**config.mk**
```make
export PLATFORM = sky130hd
export DESIGN_NAME = posl_top
export DESIGN_NICKNAME = d
export VERILOG_FILES = /design/src/hdl/posl_pkg.sv /design/src/hdl/posl_cam_mem.sv /design/src/hdl/posl_top.sv
export SDC_FILE = /design/constraint.sdc
export NUM_CORES = 1
export LEC_CHECK = 0
export BUFFER_PORTS_ARGS = -buffer_cell sky130_fd_sc_hd__buf_2
export CAP_MARGIN = 25
export CORE_UTILIZATION = 45
export CTS_CLUSTER_SIZE = 10
export DETAILED_ROUTE_END_ITERATION = 7
export PLACE_DENSITY = 0.72
export SYNTH_ARGS = -nofsm -noshare
export SYNTH_HDL_FRONTEND = slang
export SYNTH_SLANG_ARGS = --single-unit
```
**constraint.sdc**
```tcl
create_clock -name clk_i -period 14.8 [get_ports clk_i]
set_input_delay 0.74 -clock clk_i [delete_from_list [all_inputs] [get_ports clk_i]]
set_output_delay 0.74 -clock clk_i [all_outputs]
set_load 0.01 [all_outputs]
```
**src/hdl/posl_pkg.sv**
```systemverilog
// Package: constants for the press option switch logic
package posl_pkg;
   // Clock and tick
   localparam int unsigned CLK_HZ = 20000000;
   localparam int unsigned TICK_US = 1000;
   localparam int unsigned TICK_CYC = (CLK_HZ / 1000000) * TICK_US;
   localparam int unsigned PALM_MS = 500;
   localparam int unsigned CONC_MS = 5000;
   localparam int unsigned PALM_TICKS = PALM_MS * 1000 / TICK_US;
   localparam int unsigned CONC_TICKS = CONC_MS * 1000 / TICK_US;
   // Angles in degrees, 9 bits; stop-time limit 16 bits
   localparam logic [8:0] ANG_TDC = 9'h168;
   localparam logic [8:0] ANG_TSTOP_MIN = 9'h0d3;
   localparam logic [8:0] CARRY_UP_RST = 9'h0b4;
   localparam logic [15:0] STOP_LIMIT_RST = 16'h00c8;
   // Option switch positions in the switch block
   localparam int unsigned SW_FOOT = 2;
   localparam int unsigned SW_COMP = 3;
   localparam int unsigned SW_CONC = 4;
   localparam int unsigned SW_CAM = 5;
   localparam int unsigned SW_LOCK = 6;
   localparam logic [7:0] OPT_RST = 8'h00;
   // Wishbone offsets
   localparam logic [7:0] A_STATUS = 8'h00;
   localparam logic [7:0] A_OPTIONS = 8'h04;
   localparam logic [7:0] A_CARRY = 8'h08;
   localparam logic [7:0] A_STOPLIM = 8'h0c;
   localparam logic [7:0] A_TSTOP = 8'h10;
   localparam logic [7:0] A_CAM0 = 8'h14;
   // Stroke states
   typedef enum logic [1:0] {
      ST_IDLE = 2'b00,
      ST_RUN = 2'b01,
      ST_CARRY = 2'b10,
      ST_ESTOP = 2'b11
   } posl_state_type;
endpackage : posl_pkg

```
**src/hdl/posl_cam_mem.sv**
```systemverilog
// Small memory holding the cam on and off angles
`timescale 1ns/1ps
`default_nettype none
module posl_cam_mem #(
   parameter int DEPTH = 4,
   parameter int AW = 2
) (
   input wire logic clk_i,
   input wire logic we_i,
   input wire logic [AW-1:0] addr_i,
   input wire logic [8:0] wdata_i,
   output logic [8:0] rdata_o
);
   logic [8:0] mem [DEPTH];  // Cam angle storage
   // Registered write and read
   always_ff @(posedge clk_i) begin
      if (we_i) begin
         mem[addr_i] <= wdata_i;
      end
      rdata_o <= mem[addr_i];
   end
endmodule : posl_cam_mem
`default_nettype wire

```
**src/hdl/posl_top.sv**
```systemverilog
// Top: option switch interpretation for a press clutch/brake control
// Function
// Foot mode switch 3 applies single-stroke only
// Switch 3 off: momentary pedal completes stroke
// Switch 3 on: hold pedal through carry-up
// Early pedal release issues emergency stop
// Switch 4 selects top-stop compensation
// Overshoot moves top-stop trigger earlier equally
// Trigger angle never earlier than 211
// Compensation refined gradually over several stops
// Switch 5 off: palms within half second
// Switch 5 on: all stations within five seconds
// Expired window refuses press start
// Each station has own two-hand module
// Switch 6 gates cam angle changes
// Switch 7 locks stop limit, carry-up
// All switches default off, normal operation
// Switches read only at power-up
// Windows timed by fixed tick counters
`timescale 1ns/1ps
`default_nettype none
module posl_top
   import posl_pkg::*;
#(
   parameter int NSTAT = 2,
   parameter int unsigned TICK_CYCLES = TICK_CYC
) (
   input wire logic clk_i,
   input wire logic rst_i,
   // Wishbone classic slave
   input wire logic cyc_i,
   input wire logic stb_i,
   input wire logic we_i,
   input wire logic [7:0] adr_i,
   input wire logic [3:0] sel_i,
   input wire logic [31:0] dat_i,
   output logic [31:0] dat_o,
   output logic ack_o,
   // Operator side; crank angle and at-rest come from the press
   input wire logic [7:0] option_switch_block_i,
   input wire logic foot_mode_i,
   input wire logic single_stroke_i,
   input wire logic foot_pedal_i,
   input wire logic [2*NSTAT-1:0] palm_i,
   input wire logic [NSTAT-1:0] station_present_i,
   input wire logic [8:0] crank_angle_i,
   input wire logic at_rest_i,
   // Press side
   output logic stroke_o,
   output logic estop_o,
   output logic top_stop_o
);
   logic [7:0] opt_q, opt_d;            // Latched switches
   logic strap_done_q, strap_done_d;    // Capture happened
   logic [8:0] carry_q, carry_d;        // Carry-up angle
   logic [15:0] stoplim_q, stoplim_d;   // Stop-time limit
   logic [8:0] tstop_q, tstop_d;        // Top-stop trigger angle
   logic [14:0] tick_cnt_q, tick_cnt_d; // Tick divider, fits a 1 ms count
   logic tick_q, tick_d;                // One-cycle tick
   logic [12:0] win_q, win_d;           // Window counter
   logic win_on_q, win_on_d;            // Window running
   logic blocked_q, blocked_d;          // Wait for all-release
   posl_state_type st_q, st_d;          // Stroke state
   logic stroke_q, stroke_d, estop_q, estop_d, tstop_out_q, tstop_out_d;
   logic rest_q, rest_d;                // Previous at-rest level
   logic ack_q, ack_d;
   logic [31:0] dat_q, dat_d;
   logic [8:0] cam_rd;
   logic cam_we;
   logic cam_sel; // Address is a cam word
   logic cam_wait_q, cam_wait_d; // Cam read waits one cycle for memory
   logic wr, rd;
   logic any_palm, all_palm;
   logic [NSTAT-1:0] st_ok;
   logic [12:0] win_lim;
   logic [8:0] over, target;

   // Per-station palm pair combined; absent stations count as satisfied
   genvar g;
   for (g = 0; g < NSTAT; g++) begin : g_st
      assign st_ok[g] = (palm_i[2*g] & palm_i[2*g+1]) | ~station_present_i[g];
   end
   assign all_palm = &st_ok;
   assign any_palm = |palm_i;
   // Window length: concurrent time only with switch 5 on
   assign win_lim = opt_q[SW_CONC] ? 13'(CONC_TICKS) : 13'(PALM_TICKS);

   assign wr = cyc_i & stb_i & we_i & ~ack_q;
   assign rd = cyc_i & stb_i & ~we_i & ~ack_q;
   // Cam words sit at 14, 18 and 1c; word 10 is the top-stop angle
   assign cam_sel = (adr_i[7:4] == A_CAM0[7:4]) & (adr_i[3:2] != 2'h0)
                    & (adr_i[1:0] == 2'h0);
   // Cam writes only while switch 6 is on
   assign cam_we = wr & cam_sel & sel_i[0] & opt_q[SW_CAM];

   posl_cam_mem #(.DEPTH(4), .AW(2)) u_cam (
      .clk_i(clk_i),
      .we_i(cam_we),
      .addr_i(2'(adr_i[3:2] - 2'h1)),
      .wdata_i(dat_i[8:0]),
      .rdata_o(cam_rd)
   );

   // Overshoot past top dead centre, measured at rest
   assign over = (crank_angle_i > 9'h0 && crank_angle_i < 9'h05a)
                 ? crank_angle_i : 9'h0;
   // Compensated target, clamped at the earliest limit
   assign target = (tstop_q - over < ANG_TSTOP_MIN || over >= tstop_q)
                   ? ANG_TSTOP_MIN : 9'(tstop_q - over);

   // Next-state logic for the whole block
   always_comb begin
      opt_d = opt_q;
      strap_done_d = 1'b1;
      carry_d = carry_q;
      stoplim_d = stoplim_q;
      tstop_d = tstop_q;
      tick_cnt_d = tick_cnt_q + 15'h1;
      tick_d = 1'b0;
      win_d = win_q;
      win_on_d = win_on_q;
      blocked_d = blocked_q;
      st_d = st_q;
      stroke_d = stroke_q;
      estop_d = 1'b0;
      tstop_out_d = 1'b0;
      rest_d = at_rest_i;
      ack_d = cyc_i & stb_i & ~ack_q;
      cam_wait_d = 1'b0;
      dat_d = 32'h0;
      // Switches caught once after reset release only
      if (!strap_done_q) begin
         opt_d = option_switch_block_i;
      end
      // Fixed tick from the clock
      if (tick_cnt_q == 15'(TICK_CYCLES - 1)) begin
         tick_cnt_d = 15'h0;
         tick_d = 1'b1;
      end
      // Palm concurrency window
      if (!any_palm) begin
         win_on_d = 1'b0;
         blocked_d = 1'b0;
         win_d = 13'h0;
      end else if (!win_on_q && !blocked_q) begin
         win_on_d = 1'b1;
         win_d = 13'h0;
      end else if (win_on_q && tick_q) begin
         win_d = win_q + 13'h1;
         if (win_q + 13'h1 >= win_lim && !all_palm) begin
            win_on_d = 1'b0;
            blocked_d = 1'b1;
         end
      end
      // Stroke sequencer
      case (st_q)
         ST_IDLE: begin
            stroke_d = 1'b0;
            if (foot_mode_i && single_stroke_i && foot_pedal_i) begin
               stroke_d = 1'b1;
               st_d = opt_q[SW_FOOT] ? ST_CARRY : ST_RUN;
            end else if (!foot_mode_i && win_on_q && all_palm) begin
               stroke_d = 1'b1;
               st_d = ST_RUN;
               blocked_d = 1'b1;
               win_on_d = 1'b0;
            end
         end
         ST_CARRY: begin
            if (!foot_pedal_i) begin
               stroke_d = 1'b0;
               estop_d = 1'b1;
               st_d = ST_ESTOP;
            end else if (crank_angle_i >= carry_q) begin
               st_d = ST_RUN;
            end
         end
         ST_RUN: begin
            if (crank_angle_i >= tstop_q) begin
               stroke_d = 1'b0;
               tstop_out_d = 1'b1;
               st_d = ST_IDLE;
            end
         end
         ST_ESTOP: begin
            if (!foot_pedal_i && at_rest_i) begin
               st_d = ST_IDLE;
            end
         end
         default: st_d = ST_IDLE;
      endcase
      // On arrival at rest, step halfway toward the compensated angle
      if (at_rest_i && !rest_q && opt_q[SW_COMP] && over != 9'h0) begin
         tstop_d = 9'((10'(tstop_q) + 10'(target)) >> 1);
         if (tstop_d < ANG_TSTOP_MIN) begin
            tstop_d = ANG_TSTOP_MIN;
         end
      end
      // Register writes
      if (wr && adr_i == A_CARRY && !opt_q[SW_LOCK] && sel_i[0]) begin
         carry_d = dat_i[8:0];
      end
      if (wr && adr_i == A_STOPLIM && !opt_q[SW_LOCK] && sel_i[0]) begin
         stoplim_d = dat_i[15:0];
      end
      // Operator top-stop angle; a bus write wins over compensation
      if (wr && adr_i == A_TSTOP && sel_i[0]) begin
         tstop_d = (dat_i[8:0] < ANG_TSTOP_MIN) ? ANG_TSTOP_MIN
                   : dat_i[8:0];
      end
      // Cam memory data lag their address by a cycle, so hold ack back
      if (rd && cam_sel && !cam_wait_q) begin
         ack_d = 1'b0;
         cam_wait_d = 1'b1;
      end
      // Register reads; unmapped reads return zero
      if (rd) begin
         case (adr_i)
            A_STATUS: dat_d = {28'h0, blocked_q, win_on_q, st_q};
            A_OPTIONS: dat_d = {24'h0, opt_q};
            A_CARRY: dat_d = {23'h0, carry_q};
            A_STOPLIM: dat_d = {16'h0, stoplim_q};
            A_TSTOP: dat_d = {23'h0, tstop_q};
            default: dat_d = cam_sel ? {23'h0, cam_rd} : 32'h0;
         endcase
      end
   end

   // Registers; switch defaults are off
   always_ff @(posedge clk_i) begin
      if (rst_i) begin
         opt_q <= OPT_RST;
         strap_done_q <= 1'b0;
         carry_q <= CARRY_UP_RST;
         stoplim_q <= STOP_LIMIT_RST;
         tstop_q <= ANG_TSTOP_MIN;
         tick_cnt_q <= 15'h0;
         tick_q <= 1'b0;
         win_q <= 13'h0;
         win_on_q <= 1'b0;
         blocked_q <= 1'b0;
         st_q <= ST_IDLE;
         stroke_q <= 1'b0;
         estop_q <= 1'b0;
         tstop_out_q <= 1'b0;
         rest_q <= 1'b1;
         ack_q <= 1'b0;
         cam_wait_q <= 1'b0;
         dat_q <= 32'h0;
      end else begin
         opt_q <= opt_d;
         strap_done_q <= strap_done_d;
         carry_q <= carry_d;
         stoplim_q <= stoplim_d;
         tstop_q <= tstop_d;
         tick_cnt_q <= tick_cnt_d;
         tick_q <= tick_d;
         win_q <= win_d;
         win_on_q <= win_on_d;
         blocked_q <= blocked_d;
         st_q <= st_d;
         stroke_q <= stroke_d;
         estop_q <= estop_d;
         tstop_out_q <= tstop_out_d;
         rest_q <= rest_d;
         ack_q <= ack_d;
         cam_wait_q <= cam_wait_d;
         dat_q <= dat_d;
      end
   end

   assign stroke_o = stroke_q;
   assign estop_o = estop_q;
   assign top_stop_o = tstop_out_q;
   assign ack_o = ack_q;
   assign dat_o = dat_q;

   // Assertions
   a_tstop_floor: assert property (@(posedge clk_i) disable iff (rst_i)
      tstop_q >= ANG_TSTOP_MIN) else $error("top-stop angle below floor");
   a_early_release: assert property (@(posedge clk_i) disable iff (rst_i)
      st_q == ST_CARRY && !foot_pedal_i |=> estop_q && !stroke_q)
      else $error("no estop on early release");
   a_opt_stable: assert property (@(posedge clk_i) disable iff (rst_i)
      strap_done_q |=> $stable(opt_q)) else $error("options changed");
   a_lock_carry: assert property (@(posedge clk_i) disable iff (rst_i)
      opt_q[SW_LOCK] |=> $stable(carry_q)) else $error("carry-up changed");
   a_no_comp: assert property (@(posedge clk_i) disable iff (rst_i)
      !opt_q[SW_COMP] && strap_done_q && !wr |=> $stable(tstop_q))
      else $error("compensation while off");
   a_expired_refuse: assert property (@(posedge clk_i) disable iff (rst_i)
      blocked_q && !foot_mode_i && st_q == ST_IDLE |=> !stroke_q)
      else $error("start after window expiry");
   a_foot_hold: assert property (@(posedge clk_i) disable iff (rst_i)
      st_q == ST_IDLE && foot_mode_i && single_stroke_i && foot_pedal_i
      |=> stroke_q) else $error("pedal did not start stroke");
   a_ack_pulse: assert property (@(posedge clk_i) disable iff (rst_i)
      ack_q |=> !ack_q) else $error("ack held two cycles");
   c_estop: cover property (@(posedge clk_i) estop_q);
   c_palm_start: cover property (@(posedge clk_i) st_q == ST_IDLE
      && !foot_mode_i && win_on_q && all_palm);
   c_expire: cover property (@(posedge clk_i) blocked_q && any_palm);
   // Compensation step and a cam read with its wait state
   c_comp_step: cover property (@(posedge clk_i) at_rest_i && !rest_q
      && opt_q[SW_COMP] && over != 9'h0);
   c_cam_read: cover property (@(posedge clk_i) cam_wait_q && ack_d);
endmodule : posl_top
`default_nettype wire

```
==> implementation parameters <==
Parameter                              Value

Floorplan
  Count of standard-cell rows    47
  Top Ports    between 100 and 150
  Die width    between 100 and 150 um
  Standard cell core area    between 0.015 and 0.02 mm2
  Height of the die    between 100 and 150 um
  Total Die Area    approximately 0.018 mm2
  Starting utilization of the core area    0.466

Synth
  Number of instances in the synthesized netlist    approximately 800
  Syn Std Cell Area    0.00781 mm2
  Flop and latch count out of synthesis    approximately 140
  Post-Synthesis Mean Instance Area    9.53 um2
  Count of yosys warnings during synthesis    0
  Top_reg_cell synth    sky130_fd_sc_hd__dfxtp_1
  Share of the yosys chip area belonging to registers    0.412
  Synth unique cells    77
  Number of synthesized flops with an enable pin    36
  Async SR Flop Fraction    0

Outcome
  Run status    finished, final reports clean

Routing
  Total DRC errors in the routed layout    0
  Number of vias per cell after detailed routing    between 5 and 6
  Drt first-iter violations    a little over 500
  DR pass1 iterations    5
  Total routed wirelength    around 19000 um
  Overall via count from detail_route    6223
  Drt wl/cell    roughly 17 um
  Antenna-violating nets left    0

Power
  Power per cell area    approximately 110 mW/mm2
  Leakage dissipation    between 3 and 4 nW
  Seq pwr share    0.448
  Total power    a little over 0.0009 W
  Combinational cell fraction of total power    0.119
  Part of the power in the clock network    0.433
  Pint    0.000688 W
  Net Sw Frac    0.262
  IR Drop Worst-Case VDD    0.0000954 V
  Psw    about 0.00024 W

Critical path
  Crit. End Element    flop
  Endpoint arrival time on the critical path    7090 ps
  Max FO, Critical Path    9
  CP startpoint kind    input pin
  Required time of the critical path    between 15000 and 20000 ps
  Crit Path Class    input pin to flop

Global routing
  Via count of the first global-routing pass    5995
  Largest net degree at the start of global routing    42
  All-layer global routing usage    0.217
  Initial antenna violation count    1
  GRT overflow    0
  Wire length of the first global-routing pass    30400 um

Timing
  Final setup violation count    0
  Number of pins with negative max-slew slack in the final report    0
  Worst slew pin tran    1000 ps
  Maximum clock skew at final layout    ~9.5 ps
  Min cycle time layout    slightly below 7000 ps
  Worst slew margin    0.329
  Setup tns final    0 ps
  Maximum achievable frequency    around 150 MHz
  Worst Slack Setup Final    about 8000 ps
  Setup repair after global routing missed its margin    false
  Final hold violation count    0
  Worst hold slack    between 400 and 500 ps
  Final period utilization    0.456

Clocking
  Number of H-tree branching levels    4
  Number of cells upsized or downsized after cts    0
  Register clock-pin slew on the reported worst setup and hold paths    roughly 60 ps
  Count of clock tree sinks    143
  Number of setup buffers added after CTS    0
  TritonCTS clock tree    yes
  Number of hold buffers added after CTS    0
  Clock buffers created by TritonCTS    17
  Bufs on Longest Clock Path    2
  Clock root cell    sky130_fd_sc_hd__clkbuf_16
  Insertion delay to the later sink of the worst-skew pair    430 ps

Placement
  RePlAce Congestion    between 0.8 and 0.9
  DP HPWL    approximately 13000 um
  Input/output buffers    76
  Dpl ws    approximately 7700 ps

Worst hold path
  Type of the most critical hold path    flop to flop

Finish
  Antenna fix cells    0
  Share of layout cells above drive strength 1    0.158
  # nets final    between 1000 and 1500
  Number of fill cells    roughly 1500
  Area growth, synth to finish    13.3%

Flow run
  Max cap viols    0
-- area by class of cell --
| type | instances | area [um2] | area share |
|---|---|---|---|
| Timing Repair Buffer | 77 | 388 | 0.0438 |
| Clock buffer | 22 | 484 | 0.0547 |
| Sequential cell | 143 | 3220 | 0.364 |
| Clock inverter | 10 | 77.6 | 0.00876 |
| Multi-Input combinational cell | 610 | 4260 | 0.481 |
| Inverter | 39 | 146 | 0.0165 |
| Tap cell | 220 | 275 | 0.0311 |
-- stage by stage --
| stage | utilization | instances | cell area [um2] |
|---|---|---|---|
| floorplan | - | 836 | 7870 |
| global placement | 0.495 | 1089 | 8290 |
| detailed placement | 0.495 | 1089 | 8290 |
| CTS | 0.528 | 1121 | 8860 |
| global route | 0.528 | 1121 | 8860 |
| finish | 0.528 | 1121 | 8860 |
-- cells in the mapped netlist (3+ instances only) --
cell type | instances | area share
sky130_fd_sc_hd__mux2_2 | 4 | 0.0058
sky130_fd_sc_hd__a21o_1 | 20 | 0.019
sky130_fd_sc_hd__and4_1 | 5 | 0.0056
sky130_fd_sc_hd__ha_1 | 59 | 0.094
sky130_fd_sc_hd__o21ai_0 | 21 | 0.013
sky130_fd_sc_hd__o21ai_1 | 3 | 0.0019
sky130_fd_sc_hd__inv_1 | 38 | 0.018
sky130_fd_sc_hd__a22oi_1 | 14 | 0.013
sky130_fd_sc_hd__nand2b_1 | 10 | 0.0080
sky130_fd_sc_hd__o211ai_1 | 3 | 0.0029
sky130_fd_sc_hd__o221ai_1 | 4 | 0.0045
sky130_fd_sc_hd__nor2b_1 | 4 | 0.0032
sky130_fd_sc_hd__nand2_1 | 86 | 0.041
sky130_fd_sc_hd__a211o_1 | 3 | 0.0034
sky130_fd_sc_hd__a31oi_1 | 4 | 0.0032
sky130_fd_sc_hd__nand4_1 | 9 | 0.0072
sky130_fd_sc_hd__nor2_1 | 75 | 0.036
sky130_fd_sc_hd__or4_1 | 4 | 0.0038
sky130_fd_sc_hd__mux2i_1 | 23 | 0.029
sky130_fd_sc_hd__o22ai_1 | 3 | 0.0024
sky130_fd_sc_hd__mux4_2 | 9 | 0.026
sky130_fd_sc_hd__edfxtp_1 | 36 | 0.14
sky130_fd_sc_hd__nor3_1 | 19 | 0.012
sky130_fd_sc_hd__and3_1 | 14 | 0.011
sky130_fd_sc_hd__a21bo_2 | 3 | 0.0038
sky130_fd_sc_hd__xnor2_1 | 15 | 0.017
sky130_fd_sc_hd__dfxtp_1 | 107 | 0.27
sky130_fd_sc_hd__a21oi_1 | 56 | 0.036
sky130_fd_sc_hd__nand3_1 | 15 | 0.0096
sky130_fd_sc_hd__nor4b_1 | 3 | 0.0034
sky130_fd_sc_hd__a211oi_1 | 4 | 0.0038
sky130_fd_sc_hd__o21a_1 | 3 | 0.0029
sky130_fd_sc_hd__buf_4 | 16 | 0.015
sky130_fd_sc_hd__and2_1 | 13 | 0.010
sky130_fd_sc_hd__o31ai_1 | 4 | 0.0038
sky130_fd_sc_hd__nor4_1 | 8 | 0.0064
sky130_fd_sc_hd__or2_2 | 4 | 0.0032
sky130_fd_sc_hd__xor2_1 | 24 | 0.027
sky130_fd_sc_hd__clkbuf_1 | 22 | 0.011
-- state kept, by name, indices dropped and copies added (netlist names), 2 cells and up --
signal / count
opt_q: 8
stoplim_q: 16
tick_cnt_q: 15
u_cam.rdata_o: 9
st_q: 2
carry_q: 9
dat_o: 16
win_q: 13
tstop_q: 9
u_cam.mem: 36
-- routing by layer --
metal	share of wire	GRT usage	vias up
met3	0.064	0.0461	32
li1	-	-	3058
met5	0	0	-
met1	0.45	0.288	2937
met4	0.020	0.0871	0
met2	0.47	0.345	196
-- critical path, cell delays in order --
cell and delay [ps]:
sky130_fd_sc_hd__buf_2 140, sky130_fd_sc_hd__o211ai_1 180, sky130_fd_sc_hd__nand2b_1 70, sky130_fd_sc_hd__a211oi_1 840, sky130_fd_sc_hd__nand2_1 270, sky130_fd_sc_hd__ha_1 380
sky130_fd_sc_hd__nand2b_1 100, sky130_fd_sc_hd__a21oi_1 360, sky130_fd_sc_hd__a22oi_1 210, sky130_fd_sc_hd__a211o_1 390, sky130_fd_sc_hd__o32a_1 460, sky130_fd_sc_hd__or2_2 350
sky130_fd_sc_hd__inv_1 80, sky130_fd_sc_hd__fa_1 210, sky130_fd_sc_hd__nor2b_1 50, sky130_fd_sc_hd__o21a_1 170, sky130_fd_sc_hd__or2_2 290, sky130_fd_sc_hd__xnor2_1 350
sky130_fd_sc_hd__a311o_1 240, sky130_fd_sc_hd__a41oi_1 50, sky130_fd_sc_hd__nor3_1 250, sky130_fd_sc_hd__a221oi_2 150, sky130_fd_sc_hd__or4_1 520, sky130_fd_sc_hd__a221oi_2 220
-- cells by family after synthesis --
group	after synthesis	synth area share
AOI/OAI and AO/OA	172	0.153
DFF	143	0.412
muxes	36	0.0612
adders and majority gates	61	0.0996
and+or+nand+nor	284	0.179
other	2	0.000961
xor gates and xnor gates	39	0.0437
buffers and inverters	83	0.0498
-- power groups by stage --
stage	Sequential [W]	Clock, W	Combinational (W)
detailed placement	0.000426	0	0.000108
CTS	0.000418	0.000408	0.000110
floorplan	0.000423	0	0.0000804
global placement	0.000426	0	0.000106
global route	0.000419	0.000425	0.000123
finish	0.000418	0.000403	0.000111
-- path summary, 6_finish.rpt --
check                        start             to  slack [ps]  cells past startpoint
setup reg to reg        tstop_q[4]     tstop_q[2]        9340                     19
hold / removal       stoplim_q[14]  stoplim_q[14]         450                      2
setup / recovery  crank_angle_i[1]     tstop_q[2]        8050                     24
hold reg to reg      stoplim_q[14]  stoplim_q[14]         450                      2
-- placed cells by master, fill, tap and decap left out, types with 23 or more instances in the layout --
master / count
sky130_fd_sc_hd__dfxtp_1: 107
sky130_fd_sc_hd__nand2_1: 86
sky130_fd_sc_hd__buf_2: 76
sky130_fd_sc_hd__nor2_1: 75
sky130_fd_sc_hd__ha_1: 59
sky130_fd_sc_hd__a21oi_1: 56
sky130_fd_sc_hd__inv_1: 38
sky130_fd_sc_hd__edfxtp_1: 36
sky130_fd_sc_hd__xor2_1: 24
sky130_fd_sc_hd__mux2i_1: 23
Power figures use the tool's default switching activity.
